File: src/rtl/lpr_pkg.sv
// lpr_pkg: register indices, field positions, reset values, command codes and timing counts
// for the low-rate receive control block; assumes a 200 MHz system clock.
// Function
// - preamble first, then timing, then delimiter
// - four clocks and four bits per symbol
// - serial mode stays receiving, no frame event
// - programmable delimiter used for receive
// - op select 0 packet, 2 serial output
// - strip delimiter, store length and bytes
// - checksum off: store checksum, always signal
// - checksum on: signal on match, store quality
// - each frame stored from base address
// - buffer mode 0 returns ready after frame
// - buffer mode 1 rearms after delay
// - buffer mode 2 blocks frames, assessment runs
// - receive command calibrates, oscillator step skippable
// - receive after basic plus extension delay
// - auto assessment on entering receive
// - delimiter found raises delimiter event
// - clear flag when average below threshold
// - single assessment ends in ready state
// - continuous assessment repeats until ready command
// - readback holds, updates just before completion
// - averaging field selects window, software programs 2
// - quality stored in second checksum byte
package lpr_pkg;
	// word indices; byte address is four times the index
	localparam logic [9:0] IX_THR = 10'h105, IX_ASSESS = 10'h106, IX_BUFCFG = 10'h107;
	localparam logic [9:0] IX_PKTCFG = 10'h108, IX_DLY0 = 10'h109, IX_DLY2 = 10'h10b;
	localparam logic [9:0] IX_OPMODE = 10'h13e, IX_BASE = 10'h315, IX_OSC = 10'h36f;
	localparam logic [9:0] IX_AVG = 10'h3b9, IX_DELIM = 10'h3f4;
	localparam logic [9:0] IX_CMD = 10'h3e0, IX_STATUS = 10'h3e1, IX_RSSI = 10'h3e2;
	localparam logic [9:0] IX_MEM_TOP = 10'h0ff;
	// field positions and values
	localparam int AUTO_ASSESS_BIT = 1;
	localparam int CONT_ASSESS_BIT = 2;
	localparam int FCS_OFF_BIT = 0;
	localparam int STAT_CLEAR_BIT = 7;
	localparam logic [7:0] OP_PACKET = 8'h00, OP_SERIAL = 8'h02;
	localparam logic [1:0] BUFM_READY = 2'h0, BUFM_STAY = 2'h1, BUFM_OFF = 2'h2;
	localparam logic [3:0] OSC_SKIP = 4'hf;
	localparam logic [7:0] DELIM_RST = 8'ha7;
	localparam logic [7:0] REG_RST = 8'h00;
	// command codes written to the command register
	localparam logic [7:0] CMD_GO_READY = 8'h03, CMD_RECEIVE = 8'h04, CMD_ASSESS = 8'h05;
	// checksum generator x^16+x^12+x^5+1, bit-reversed for lsb-first shifting
	localparam logic [15:0] CRC_POLY_REV = 16'h8408;
	// timing
	localparam int CLK_NS = 5;
	localparam int US_NS = 1000;
	localparam int CYC_PER_US = US_NS / CLK_NS;
	localparam int EXT_STEP_US = 4;
	localparam int WIN_BASE_US = 16;
	localparam int WIN_BASE_SHIFT = 4;
	localparam int CAL_SYNTH_US = 2;
	localparam int CAL_OFFSET_US = 2;
	localparam int CAL_OSC_US = 2;
endpackage

File: src/rtl/lpr_nib_if.sv
// lpr_nib_if: nibble stream from the receive sequencer to the checksum and serial units
// assumes all parties run on one clock
`timescale 1ns/1ps
`default_nettype none
interface lpr_nib_if;
	logic       clr;
	logic [3:0] nib;
	logic       crcStb;
	logic       serStb;
	logic       crcOk;
	modport ctl (output clr, output nib, output crcStb, output serStb, input crcOk);
	modport crc (input clr, input nib, input crcStb, output crcOk);
	modport ser (input nib, input serStb);
endinterface
`default_nettype wire

File: src/rtl/lpr_crc16.sv
// lpr_crc16: running frame checksum over received nibbles, lsb first
// assumes the checksum field itself is fed too, so a good frame leaves zero
`timescale 1ns/1ps
`default_nettype none
module lpr_crc16 (
	input  wire logic sys_clk,
	input  wire logic rst,
	input  wire logic clkEn,
	lpr_nib_if.crc    nibIf
);
	logic [15:0] crc_r;

	// four serial steps of the reflected generator
	function automatic logic [15:0] crcStep(input logic [15:0] c, input logic [3:0] d);
		logic [15:0] r;
		r = c;
		for (int i = 0; i < 4; i++) begin
			r = (r[0] ^ d[i]) ? ((r >> 1) ^ lpr_pkg::CRC_POLY_REV) : (r >> 1);
		end
		return r;
	endfunction

	always_ff @(posedge sys_clk) begin
		if (rst) begin
			crc_r <= 16'h0000;
		end else if (clkEn) begin
			if (nibIf.clr) begin
				crc_r <= 16'h0000;
			end else if (nibIf.crcStb) begin
				crc_r <= crcStep(crc_r, nibIf.nib);
			end
		end
	end

	assign nibIf.crcOk = (crc_r == 16'h0000);
endmodule
`default_nettype wire

File: src/rtl/lpr_serial_out.sv
// lpr_serial_out: shifts each received symbol out as four clocked data bits
// assumes symbols arrive at least nine cycles apart
`timescale 1ns/1ps
`default_nettype none
module lpr_serial_out (
	input  wire logic sys_clk,
	input  wire logic rst,
	input  wire logic clkEn,
	lpr_nib_if.ser    nibIf,
	output logic      serialClockPin,
	output logic      serialDataPin
);
	logic [3:0] shf_r;
	logic [2:0] left_r;
	logic [2:0] pulseCnt_r;

	// four pulses per symbol
	// data changes on the low phase so the host samples on the rising edge
	always_ff @(posedge sys_clk) begin
		if (rst) begin
			shf_r          <= 4'h0;
			left_r         <= 3'h0;
			serialClockPin <= 1'b0;
			serialDataPin  <= 1'b0;
		end else if (clkEn) begin
			if (nibIf.serStb) begin
				shf_r          <= nibIf.nib;
				left_r         <= 3'h4;
				serialClockPin <= 1'b0;
				serialDataPin  <= nibIf.nib[0];
			end else if (left_r != 3'h0) begin
				if (!serialClockPin) begin
					serialClockPin <= 1'b1;
				end else begin
					serialClockPin <= 1'b0;
					left_r         <= left_r - 3'h1;
					shf_r          <= shf_r >> 1;
					serialDataPin  <= shf_r[1];
				end
			end
		end
	end

	// pulse count for checking only
	always_ff @(posedge sys_clk) begin
		if (rst) begin
			pulseCnt_r <= 3'h0;
		end else if (clkEn) begin
			if (nibIf.serStb) begin
				pulseCnt_r <= 3'h0;
			end else if (left_r != 3'h0 && !serialClockPin) begin
				pulseCnt_r <= pulseCnt_r + 3'h1;
			end
		end
	end
endmodule
`default_nettype wire

File: src/rtl/lpr_rx_ctrl.sv
// lpr_rx_ctrl: receive sequencer, frame store, channel assessment and register file
// assumes demodulated symbols and correlator status synchronous to sys_clk,
// and an Avalon-MM master that holds its request until waitrequest is low.
`timescale 1ns/1ps
`default_nettype none
module lpr_rx_ctrl (
	input  wire logic        sys_clk,
	input  wire logic        rst,
	input  wire logic        clkEn,
	input  wire logic [11:0] avs_address,
	input  wire logic        avs_read,
	input  wire logic        avs_write,
	input  wire logic [31:0] avs_writedata,
	output logic      [31:0] avs_readdata,
	output logic             avs_waitrequest,
	input  wire logic        preambleOk,
	input  wire logic        symValid,
	input  wire logic [3:0]  symData,
	input  wire logic [7:0]  rssiIn,
	input  wire logic [7:0]  sqiIn,
	output logic             serialClockPin,
	output logic             serialDataPin,
	output logic             delimIrq,
	output logic             frameRcvdIrq,
	output logic             assessDoneIrq,
	output logic             channelClear,
	output logic [3:0]       radioState
);
	typedef enum logic [3:0] {
		ST_READY, ST_CAL, ST_DLY, ST_HUNT, ST_SYNC, ST_DATA, ST_FIN, ST_SERIAL, ST_ASSESS
	} lpr_state_t;

	lpr_state_t state;
	lpr_nib_if  nibIf ();

	// =====================================================
	// register bus slave
	logic [9:0]  regIx;
	logic        busTake;
	logic        wrEn;
	logic [7:0]  thr_r;
	logic [7:0]  assessCfg_r;
	logic [7:0]  bufCfg_r;
	logic [7:0]  pktCfg_r;
	logic [7:0]  dly0_r;
	logic [7:0]  dly2_r;
	logic [7:0]  opMode_r;
	logic [7:0]  base_r;
	logic [7:0]  oscCfg_r;
	logic [7:0]  avgCfg_r;
	logic [7:0]  delim_r;
	logic [7:0]  rssiRb_r;
	logic [7:0]  rxMem [0:255];

	assign regIx   = avs_address[11:2];
	assign busTake = (avs_read | avs_write) & avs_waitrequest;
	assign wrEn    = avs_write & ~avs_waitrequest;

	// command decode shared by the three commands
	function automatic logic cmdHit(input logic we, input logic [9:0] ix, input logic [7:0] d,
			input logic [7:0] code);
		return we && ix == lpr_pkg::IX_CMD && d == code;
	endfunction

	logic goReadyCmd;
	logic receiveCmd;
	logic assessCmd;
	logic anyCmd;
	assign goReadyCmd = cmdHit(wrEn, regIx, avs_writedata[7:0], lpr_pkg::CMD_GO_READY);
	assign receiveCmd = cmdHit(wrEn, regIx, avs_writedata[7:0], lpr_pkg::CMD_RECEIVE);
	assign assessCmd  = cmdHit(wrEn, regIx, avs_writedata[7:0], lpr_pkg::CMD_ASSESS);
	assign anyCmd     = goReadyCmd | receiveCmd | assessCmd;

	// one wait cycle: waitrequest drops for exactly the accepting edge
	always_ff @(posedge sys_clk) begin
		if (rst) begin
			avs_waitrequest <= 1'b1;
		end else if (clkEn) begin
			avs_waitrequest <= ~busTake;
		end
	end

	// read data is prepared in the wait cycle so it stands at the accepting edge
	always_ff @(posedge sys_clk) begin
		if (rst) begin
			avs_readdata <= 32'h0000_0000;
		end else if (clkEn && busTake && avs_read) begin
			avs_readdata <= 32'h0000_0000;
			if (regIx <= lpr_pkg::IX_MEM_TOP) begin
				avs_readdata[7:0] <= rxMem[regIx[7:0]];
			end else begin
				case (regIx)
					lpr_pkg::IX_THR:    avs_readdata[7:0] <= thr_r;
					lpr_pkg::IX_ASSESS: avs_readdata[7:0] <= assessCfg_r;
					lpr_pkg::IX_BUFCFG: avs_readdata[7:0] <= bufCfg_r;
					lpr_pkg::IX_PKTCFG: avs_readdata[7:0] <= pktCfg_r;
					lpr_pkg::IX_DLY0:   avs_readdata[7:0] <= dly0_r;
					lpr_pkg::IX_DLY2:   avs_readdata[7:0] <= dly2_r;
					lpr_pkg::IX_OPMODE: avs_readdata[7:0] <= opMode_r;
					lpr_pkg::IX_BASE:   avs_readdata[7:0] <= base_r;
					lpr_pkg::IX_OSC:    avs_readdata[7:0] <= oscCfg_r;
					lpr_pkg::IX_AVG:    avs_readdata[7:0] <= avgCfg_r;
					lpr_pkg::IX_DELIM:  avs_readdata[7:0] <= delim_r;
					lpr_pkg::IX_STATUS: avs_readdata[7:0] <= {channelClear, 3'h0, state};
					lpr_pkg::IX_RSSI:   avs_readdata[7:0] <= rssiRb_r;
					default:            avs_readdata[7:0] <= 8'h00;
				endcase
			end
		end
	end

	// configuration registers
	always_ff @(posedge sys_clk) begin
		if (rst) begin
			thr_r       <= lpr_pkg::REG_RST;
			assessCfg_r <= lpr_pkg::REG_RST;
			bufCfg_r    <= lpr_pkg::REG_RST;
			pktCfg_r    <= lpr_pkg::REG_RST;
			dly0_r      <= lpr_pkg::REG_RST;
			dly2_r      <= lpr_pkg::REG_RST;
			opMode_r    <= lpr_pkg::REG_RST;
			base_r      <= lpr_pkg::REG_RST;
			oscCfg_r    <= lpr_pkg::REG_RST;
			avgCfg_r    <= lpr_pkg::REG_RST;
			delim_r     <= lpr_pkg::DELIM_RST;
		end else if (clkEn && wrEn) begin
			case (regIx)
				lpr_pkg::IX_THR:    thr_r       <= avs_writedata[7:0];
				lpr_pkg::IX_ASSESS: assessCfg_r <= avs_writedata[7:0];
				lpr_pkg::IX_BUFCFG: bufCfg_r    <= avs_writedata[7:0];
				lpr_pkg::IX_PKTCFG: pktCfg_r    <= avs_writedata[7:0];
				lpr_pkg::IX_DLY0:   dly0_r      <= avs_writedata[7:0];
				lpr_pkg::IX_DLY2:   dly2_r      <= avs_writedata[7:0];
				lpr_pkg::IX_OPMODE: opMode_r    <= avs_writedata[7:0];
				lpr_pkg::IX_BASE:   base_r      <= avs_writedata[7:0];
				lpr_pkg::IX_OSC:    oscCfg_r    <= avs_writedata[7:0];
				lpr_pkg::IX_AVG:    avgCfg_r    <= avs_writedata[7:0];
				lpr_pkg::IX_DELIM:  delim_r     <= avs_writedata[7:0];
				default: ;
			endcase
		end
	end

	// =====================================================
	// microsecond tick and derived delays
	logic [7:0]  usCnt_r;
	logic        usTick;
	logic [10:0] macUs;
	logic [3:0]  calUs;
	logic        serialMode;
	logic [1:0]  bufMode;
	logic        fcsOff;

	assign usTick     = (usCnt_r == 8'(lpr_pkg::CYC_PER_US - 1));
	assign macUs      = {3'h0, dly0_r} + 11'({dly2_r, 2'h0});
	// oscillator step skipped only at the skip value
	assign calUs      = 4'(lpr_pkg::CAL_SYNTH_US + lpr_pkg::CAL_OFFSET_US)
		+ ((oscCfg_r[3:0] == lpr_pkg::OSC_SKIP) ? 4'h0 : 4'(lpr_pkg::CAL_OSC_US));
	assign serialMode = (opMode_r == lpr_pkg::OP_SERIAL);
	assign bufMode    = bufCfg_r[1:0];
	assign fcsOff     = pktCfg_r[lpr_pkg::FCS_OFF_BIT];

	always_ff @(posedge sys_clk) begin
		if (rst) begin
			usCnt_r <= 8'h00;
		end else if (clkEn) begin
			usCnt_r <= usTick ? 8'h00 : usCnt_r + 8'h01;
		end
	end

	// =====================================================
	// receive sequencer
	logic [10:0] waitUs_r;
	logic        assessOnly_r;
	logic        autoArm_r;
	logic [3:0]  prevSym_r;
	logic [3:0]  lowNib_r;
	logic        half_r;
	logic [7:0]  idx_r;
	logic [6:0]  len_r;
	logic        delimHit;
	logic        byteDone;
	logic [7:0]  byteVal;
	logic        lastByte;
	logic        assessStart;
	logic        assessFin_r;

	assign delimHit = symValid && ({symData, prevSym_r} == delim_r);
	assign byteDone = (state == ST_DATA) && symValid && half_r;
	assign byteVal  = {symData, lowNib_r};
	assign lastByte = (idx_r == 8'h00) ? (byteVal[6:0] == 7'h00) : (idx_r == {1'b0, len_r});
	assign assessStart = (state == ST_DLY) && (waitUs_r == 11'h000) && !anyCmd
		&& (assessOnly_r || (autoArm_r && assessCfg_r[lpr_pkg::AUTO_ASSESS_BIT]));

	always_ff @(posedge sys_clk) begin
		if (rst) begin
			prevSym_r <= 4'h0;
		end else if (clkEn && symValid) begin
			prevSym_r <= symData;
		end
	end

	always_ff @(posedge sys_clk) begin
		if (rst) begin
			state        <= ST_READY;
			waitUs_r     <= 11'h000;
			assessOnly_r <= 1'b0;
			autoArm_r    <= 1'b0;
			half_r       <= 1'b0;
			lowNib_r     <= 4'h0;
			idx_r        <= 8'h00;
			len_r        <= 7'h00;
			delimIrq     <= 1'b0;
			frameRcvdIrq <= 1'b0;
		end else if (clkEn) begin
			delimIrq     <= 1'b0;
			frameRcvdIrq <= 1'b0;
			if (goReadyCmd) begin
				state <= ST_READY;
			end else if (receiveCmd) begin
				state        <= ST_CAL;
				waitUs_r     <= {7'h00, calUs};
				assessOnly_r <= 1'b0;
				autoArm_r    <= 1'b1;
			end else if (assessCmd) begin
				state        <= ST_DLY;
				waitUs_r     <= macUs;
				assessOnly_r <= 1'b1;
			end else begin
				case (state)
					ST_CAL: begin
						if (waitUs_r == 11'h000) begin
							state    <= ST_DLY;
							waitUs_r <= macUs;
						end else if (usTick) begin
							waitUs_r <= waitUs_r - 11'h001;
						end
					end
					ST_DLY: begin
						if (waitUs_r == 11'h000) begin
							state     <= assessOnly_r ? ST_ASSESS : ST_HUNT;
							autoArm_r <= 1'b0;
						end else if (usTick) begin
							waitUs_r <= waitUs_r - 11'h001;
						end
					end
					// frames blocked in buffer mode 2
					ST_HUNT: begin
						if (preambleOk && (serialMode || bufMode != lpr_pkg::BUFM_OFF)) begin
							state <= ST_SYNC;
						end
					end
					ST_SYNC: begin
						if (!preambleOk) begin
							state <= ST_HUNT;
						end else if (delimHit) begin
							delimIrq <= 1'b1;
							state    <= serialMode ? ST_SERIAL : ST_DATA;
							half_r   <= 1'b0;
							idx_r    <= 8'h00;
						end
					end
					ST_DATA: begin
						if (symValid) begin
							half_r   <= ~half_r;
							lowNib_r <= symData;
							if (half_r) begin
								idx_r <= idx_r + 8'h01;
								if (idx_r == 8'h00) begin
									len_r <= byteVal[6:0];
								end
								if (lastByte) begin
									state <= ST_FIN;
								end
							end
						end
					end
					// checksum on signals only on match
					ST_FIN: begin
						if (fcsOff || nibIf.crcOk) begin
							frameRcvdIrq <= 1'b1;
							if (bufMode == lpr_pkg::BUFM_STAY) begin
								state    <= ST_DLY;
								waitUs_r <= macUs;
							end else begin
								state <= ST_READY;
							end
						end else begin
							state <= ST_HUNT;
						end
					end
					// serial mode leaves only on command
					ST_SERIAL: state <= ST_SERIAL;
					ST_ASSESS: begin
						if (assessFin_r && !assessCfg_r[lpr_pkg::CONT_ASSESS_BIT]) begin
							state <= ST_READY;
						end
					end
					default: state <= ST_READY;
				endcase
			end
		end
	end

	assign radioState = state;

	// frame store; memory has no reset, contents survive between frames
	logic [7:0] memData;
	always_comb begin
		memData = byteVal;
		if (!fcsOff && idx_r != 8'h00 && len_r >= 7'h02) begin
			if (idx_r == {1'b0, len_r} - 8'h01) begin
				memData = rssiIn;
			end else if (idx_r == {1'b0, len_r}) begin
				memData = sqiIn;
			end
		end
	end

	always_ff @(posedge sys_clk) begin
		if (clkEn && byteDone && !goReadyCmd && !receiveCmd && !assessCmd) begin
			rxMem[base_r + idx_r] <= memData;
		end
	end

	// nibble stream; length byte is outside the checksum
	assign nibIf.clr    = (state == ST_SYNC) && delimHit;
	assign nibIf.nib    = symData;
	assign nibIf.crcStb = (state == ST_DATA) && symValid && (idx_r != 8'h00);
	assign nibIf.serStb = (state == ST_SERIAL) && symValid;

	lpr_crc16 uCrc (
		.sys_clk (sys_clk),
		.rst     (rst),
		.clkEn   (clkEn),
		.nibIf   (nibIf.crc)
	);

	lpr_serial_out uSer (
		.sys_clk        (sys_clk),
		.rst            (rst),
		.clkEn          (clkEn),
		.nibIf          (nibIf.ser),
		.serialClockPin (serialClockPin),
		.serialDataPin  (serialDataPin)
	);

	// =====================================================
	// channel assessment: one rssi sample per microsecond
	logic        assessRun_r;
	logic [7:0]  sampCnt_r;
	logic [15:0] sum_r;
	logic [15:0] sumNxt;
	logic [7:0]  winUs;
	logic [7:0]  avgNxt;
	logic        winEnd;

	// window 16 us doubled per step
	assign winUs  = 8'(lpr_pkg::WIN_BASE_US) << avgCfg_r[1:0];
	assign sumNxt = sum_r + {8'h00, rssiIn};
	assign avgNxt = 8'(sumNxt >> (lpr_pkg::WIN_BASE_SHIFT + int'(avgCfg_r[1:0])));
	assign winEnd = assessRun_r && usTick && (sampCnt_r == winUs - 8'h01);

	always_ff @(posedge sys_clk) begin
		if (rst) begin
			assessRun_r   <= 1'b0;
			sampCnt_r     <= 8'h00;
			sum_r         <= 16'h0000;
			rssiRb_r      <= 8'h00;
			channelClear  <= 1'b0;
			assessFin_r   <= 1'b0;
			assessDoneIrq <= 1'b0;
		end else if (clkEn) begin
			assessFin_r   <= winEnd && !anyCmd;
			assessDoneIrq <= assessFin_r;
			if (anyCmd) begin
				assessRun_r <= 1'b0;
			end else if (assessStart) begin
				assessRun_r <= 1'b1;
				sampCnt_r   <= 8'h00;
				sum_r       <= 16'h0000;
			end else if (winEnd) begin
				// readback moves one cycle before completion
				rssiRb_r     <= avgNxt;
				channelClear <= (avgNxt < thr_r);
				assessRun_r  <= (state == ST_ASSESS) && assessCfg_r[lpr_pkg::CONT_ASSESS_BIT];
				sampCnt_r    <= 8'h00;
				sum_r        <= 16'h0000;
			end else if (assessRun_r && usTick) begin
				sampCnt_r <= sampCnt_r + 8'h01;
				sum_r     <= sumNxt;
			end
		end
	end
endmodule
`default_nettype wire

File: config.mk
export PLATFORM = sky130hd
export DESIGN_NAME = lpr_rx_ctrl
export DESIGN_NICKNAME = d
export VERILOG_FILES = /design/src/rtl/lpr_pkg.sv /design/src/rtl/lpr_nib_if.sv /design/src/rtl/lpr_crc16.sv /design/src/rtl/lpr_serial_out.sv /design/src/rtl/lpr_rx_ctrl.sv
export SDC_FILE = /design/constraint.sdc
export NUM_CORES = 2
export LEC_CHECK = 0
export BUFFER_PORTS_ARGS = -buffer_cell sky130_fd_sc_hd__buf_2
export CAP_MARGIN = 20
export CORE_ASPECT_RATIO = 1.5
export CORE_MARGIN = 2
export CORE_UTILIZATION = 65
export CTS_CLUSTER_DIAMETER = 150
export DETAILED_ROUTE_END_ITERATION = 10
export PLACE_DENSITY = 0.82
export SLEW_MARGIN = 30
export SYNTH_ARGS = -nofsm -noshare
export SYNTH_HDL_FRONTEND = slang
export SYNTH_SLANG_ARGS = --single-unit
File: constraint.sdc
create_clock -name sys_clk -period 33.3 [get_ports sys_clk]
set_input_delay 6.66 -clock sys_clk [delete_from_list [all_inputs] [get_ports sys_clk]]
set_output_delay 6.66 -clock sys_clk [all_outputs]
set_load 0.03 [all_outputs]
## Yosys cells after proc, flatten, opt, wreduce, memory -nomap -nowiden

Memory sizes are Yosys's and may differ from the RTL's.
Cells that the tools add are included.

- Memories: 1
- Register bits after elaboration: 209
- Bits of input ports: 71
- Output and inout bits: 43
- Bits in writable memories: 2048
- Logic and storage cells: 294

Memory list:

| memory | depth | width | read ports | clocked after Yosys merged registers in | wr ports | RTL line | text |
|---|---|---|---|---|---|---|---|
| rxMem | 256 | 8 | 1 | 0 | 1 | lpr_rx_ctrl.sv:53 | `logic [7:0] rxMem [0:255];` |

- $add $sub $neg: 12
- Bitwise logic cells: 21
- $lt $le $gt $ge: 3
- Shift-type cells: 2
- Equal/unequal tests: 50
- Reduce and logical (&&, ||, !) cells: 80
- Muxes and demuxes: 88

Operators with widths:

| operator | number |
|---|---|
| 2-to-1 mux 16 bit | 9 |
| one-hot mux 8 bit (13 select lines) | 1 |
| 2-to-1 mux 8 bit | 12 |
| 2-to-1 mux 11 bit | 7 |
| equality test 10 bit (second input constant) | 7 |
| equality test 10 x 9 -> 1 bit (second input constant) | 7 |
| 2-to-1 mux 4 bit | 17 |
| one-hot mux 11 bit (3 select lines) | 1 |
| 2-to-1 mux 1 bit | 32 |
| one-hot mux 4 bit (8 select lines) | 1 |
| logical AND 1 bit | 30 |
| inequality test 5 bit (second input constant) | 6 |
| AND reduction 2 bit | 14 |
| adder 8 x 1 -> 8 bit (second input constant) | 3 |
| equality test 8 bit | 3 |
| AND reduction 9 bit | 2 |
| adder 16 x 8 -> 16 bit | 1 |
| equality test 4 x 3 -> 1 bit (second input constant) | 4 |
| equality test 8 x 2 -> 1 bit (second input constant) | 2 |
| equality test 8 x 3 -> 1 bit (second input constant) | 2 |
| zero test 16 bit | 1 |
| one-hot mux 8 bit (2 select lines) | 1 |
| AND reduction 8 bit | 2 |
| right shift 16 x 4 -> 8 bit | 1 |
| other kinds (42) | 90 |

## Logic depth before layout (Yosys ltp)

- Word-level depth: 11
- Depth in mapped cells: 18

## Cells and area by module

Synthesis repeated with hierarchy kept, for this count alone.

- Cell total of the unflattened synthesis: 5324
- Area, all modules: 91846.8 µm²

Modules (own cells, without submodules):

| module | cells an instance | times used | area each (µm²) |
|---|---|---|---|
| lpr_rx_ctrl | 5188 | 1 | 90578.1 |
| lpr_crc16 | 91 | 1 | 812.0 |
| lpr_serial_out | 45 | 1 | 456.7 |

## Worst setup path before layout

No wires, ideal clock.

- Kind: input-to-reg
- Start: input port symData[0]
- End: memory rxMem[0][4] (data pin)
- Buffers on the path: 1
- Arrival: 13.892 ns
- Stages on the path: 3
- Library setup time: 1.577 ns
- Slack: 17.832 ns
- Data required time: 31.723 ns
- Path through: clkbuf_1 -> nor2_1 -> a21oi_1

- Cells in the longest elaborated chain, start to end: 3

RTL lines:

| what | RTL line | text |
|---|---|---|
| start, declared | lpr_rx_ctrl.sv:18 | `input wire logic [3:0] symData,` |
| 2-to-1 mux 8 bit | lpr_rx_ctrl.sv:314 | `end else if (idx_r == {1'b0, len_r}) begin` |
| 2-to-1 mux 8 bit | lpr_rx_ctrl.sv:312 | `if (idx_r == {1'b0, len_r} - 8'h01) begin` |
| 2-to-1 mux 8 bit * | lpr_rx_ctrl.sv:311 | `if (!fcsOff && idx_r != 8'h00 && len_r >= 7'h02) begin` |
| via memData[4] | lpr_rx_ctrl.sv:308 | `logic [7:0] memData;` |
| end, declared | lpr_rx_ctrl.sv:53 |  |

The timed path passes the listed nets; every way through them passes the cells marked *.

## Worst setup path after layout

- Start: input port avs_address[2]
- End: register avs_readdata[4]

- Cells in the longest elaborated chain, start to end: 3
- Elaborated cells between the ends (all ways): 17
- Classes of those cells: order compare (1); eq/ne (13); mux (2); memory (1)

RTL lines:

| what | RTL line | text |
|---|---|---|
| start, declared | lpr_rx_ctrl.sv:10 | `input wire logic [11:0] avs_address,` |
| parallel branches: the longest is 2 deep, another holds memory read (256 x 8 bit) | n/a |  |
| 2-to-1 mux 8 bit * | lpr_rx_ctrl.sv:89 | `if (regIx <= lpr_pkg::IX_MEM_TOP) begin` |
| end signal, assigned | lpr_rx_ctrl.sv:90 | `avs_readdata[7:0] <= rxMem[regIx[7:0]];` |
| end signal, assigned | lpr_rx_ctrl.sv:93 | `lpr_pkg::IX_THR: avs_readdata[7:0] <= thr_r;` |
| end signal, assigned | lpr_rx_ctrl.sv:94 | `lpr_pkg::IX_ASSESS: avs_readdata[7:0] <= assessCfg_r;` |
| end, declared | lpr_rx_ctrl.sv:14 | `output logic [31:0] avs_readdata,` |

Mark *: on every way between the ends.
A chain may end at the register's enable or synchronous reset.

==> results.cfg <==
[clocking]
clkTransAtPathRegs_ps = 70
htree_levels = 4
hold_buffers = 0
cts_sinks = 2255
insertion_delay_ps = 840
post_cts_buffers = 0
cts_root_buffer = clkbuf_16
cts-buffers-inserted = 186
ctsResizeCount = 0
cts_buffer_depth = 3
cts_tree = done

[yosys]
syn-cell-area_sq_um = 90800
yosysMostFrequentCell = edfxtp_1
ys_ff_latch = 2255
ys_seq_area_share_pct = 72.3
async_flop_share_pct = 0
synth_warnings = 0
avgSynthCellArea_sq_um = 17.3
ys_types = 87
synth-main-ff-cell = edfxtp_1
synth_common_cells = edfxtp_1, nor2_1, mux4_2
synth_edf_count = 2048
yosys.area.top_type = edfxtp_1
yosys.area.top_type_share_pct = 67.7
synthCells = 5265
ys_top_cells_by_area = edfxtp_1, mux4_2, dfxtp_1

[global_routing]
grt_max_degree = 257
use_met3_pct = 7.33
grtUsageMet1_pct = 38.9
antenna_found_initial = 8
grt_pass1_vias = 51700
grt_pass1_wl_um = 348000
grt_usage_pct = 34.1
gr-total-overflow = 0
top_usage_layer = met2
met2_usage_pct = 56.4

[setup_path]
crit_path_end_kind = register
r2r_start = len_r[2]
required_ps = 33990
startpoint = avs_address[2]
critical_path_class = input port to register
critPathMaxFanout = 91
timing.rr.end = rxMem[67][5]
ff2ff_path_depth = 11
start_kind = input port
worst-endpoint-arrival_ps = 11650
r2r_slack_ps = 27860
endpoint = avs_readdata[4]

[die]
num_rows = 168
start_util_pct = 65.3
ios = 114
die_area_sq_um = 143000
die_w_um = 309
core-area_sq_um = 139000
die_h_um = 462

[hold_path]
hp-class = register to register

[routing]
drt.antenna.violating_nets = 0
vias = 52300
via_per_inst = 7.13
dr.first_iter.drc_count = 7163
drc_errors = 0
wirelength_um = 242000
drt_pass1_iterations = 8
avgRoutedWirePerCell_um = 32.9

[sta]
hold_viol_final = 0
min_period_over_period_pct = 32.9
clock.fmax_mhz = 91.2
post-route-min-period_ps = 10970
relSlewSlack_pct = 28.0
tns_ps = 0
setup_viol = 0
final_max_slew_viol_count = 0
skew_ps = 29.3
rsz0062_at_grt = false
tightest_slew_ps = 1080

[cells_and_area]
fill_cells = 7881
multi_input_area_sq_um = 23700
nNetsFinal = 5419
final_layout_size_suffix_gt1_share_pct = 17.5
fin_util_pct = 71.3
seqCellArea_sq_um = 65600
syn2layout_area_growth_pct = 9.27

[status]
outcome = complete, no violations

[power_and_ir_drop]
powerDensity_nw_per_um2 = 55.3
p_leak_nw = 33.9
max-vdd-ir-drop_v = 0.0000600

[run]
max-cap-violations = 0

[placed_design]
finalWeightedCongestion = 0.953
io_buffers = 63
dp_hpwl_um = 142000
==> metrics by stage <==
step / worst slack (ps) / total power, mW / instances / hold WS, ps / instance area, sq um
2_1_floorplan: 17830 / 3.26 / 5288 / 431 / 90900
3_3_place_gp: 21260 / 3.31 / 6986 / 438 / 93000
3_5_place_dp: 21250 / 3.31 / 6986 / 444 / 93000
4_1_cts: 21960 / 5.49 / 7323 / 452 / 99100
5_1_grt: 22200 / 5.59 / 7328 / 468 / 99200
6_report: 22330 / 5.49 / 7332 / 452 / 99300
==> worst min path at each step <==
stage	startpoint	endpoint	slack, ps	cells past startpoint
after floorplan	oscCfg_r[6]	oscCfg_r[6]	430	2
after global placement	avgCfg_r[6]	avgCfg_r[6]	440	2
after detailed placement	avgCfg_r[4]	avgCfg_r[4]	440	2
after CTS	avgCfg_r[3]	avgCfg_r[3]	450	2
after global routing	avgCfg_r[3]	avgCfg_r[3]	470	2
final	avgCfg_r[4]	avgCfg_r[4]	450	2
==> area by class of cell <==
type                            count  share of cell area (%)
Sequential cell                  2255                    66.1
Multi-Input combinational cell   2666                    23.9
Clock buffer                      220                    4.90
Tap cell                         1870                    2.36
Timing Repair Buffer              164                    1.31
Clock inverter                    117                    1.23
Inverter                           35                   0.132
Antenna cell                        5                  0.0126
==> critical path, stage by stage <==
cell	delay, ps
buf_8	320
buf_12	420
buf_12	660
buf_6	600
mux4_2	630
a22oi_1	340
nand3_1	270
a221oi_1	640
o221ai_1	290
a22oi_1	430
a31oi_1	130
==> layout by cell type (no fill, tap or decap), types with 30 or more instances in the layout <==
cell type  instances
nor2_1           430
buf_4             82
a221oi_1          35
dfxtp_1          207
edfxtp_1        2048
xnor2_1           34
a211oi_1          34
clkbuf_16        190
a22oi_1          225
clkinv_1          33
nand4_1           46
o21ai_0           86
clkinv_2          38
nand2_1          264
clkbuf_1          30
a21oi_1          179
mux2i_1          246
nand3_1          120
mux2_2            35
buf_2             59
mux4_2           415
ha_1              37
inv_1             34
xor2_1            42
==> metal layers <==
metal,vias up,wire (um),part of all wire (%)
met4,6,22500,9.3
met2,3996,120000,50
met1,26100,75100,31
met3,1057,24200,10
li1,21100,-,-
met5,-,39,0.016
==> report_power, final <==
part	leakage, nW	internal [mW]	switching, mW	total [mW]
logic	8.14	0.0616	0.135	0.197
registers	22.8	3.06	0.00134	3.06
clock network	2.98	1.23	1.01	2.23
==> sequential cells by signal, indices dropped and copies added (netlist names), 11 cells and up <==
register,count
rxMem,2048
sum_r,15
uCrc.crc_r,16
waitUs_r,11
==> kinds of logic after synthesis <==
kind of cell             share of synthesized area, %
flip-flops                                       72.3
AO/OA/AOI/OAI                                    5.50
buffers and inverters                            1.90
multiplexers                                     13.4
other                                         0.00413
XOR/XNOR                                        0.733
adder cells (fa/ha/maj)                         0.576
AND/OR/NAND/NOR                                  5.59
No activity file was read; power rests on OpenSTA's default activity.
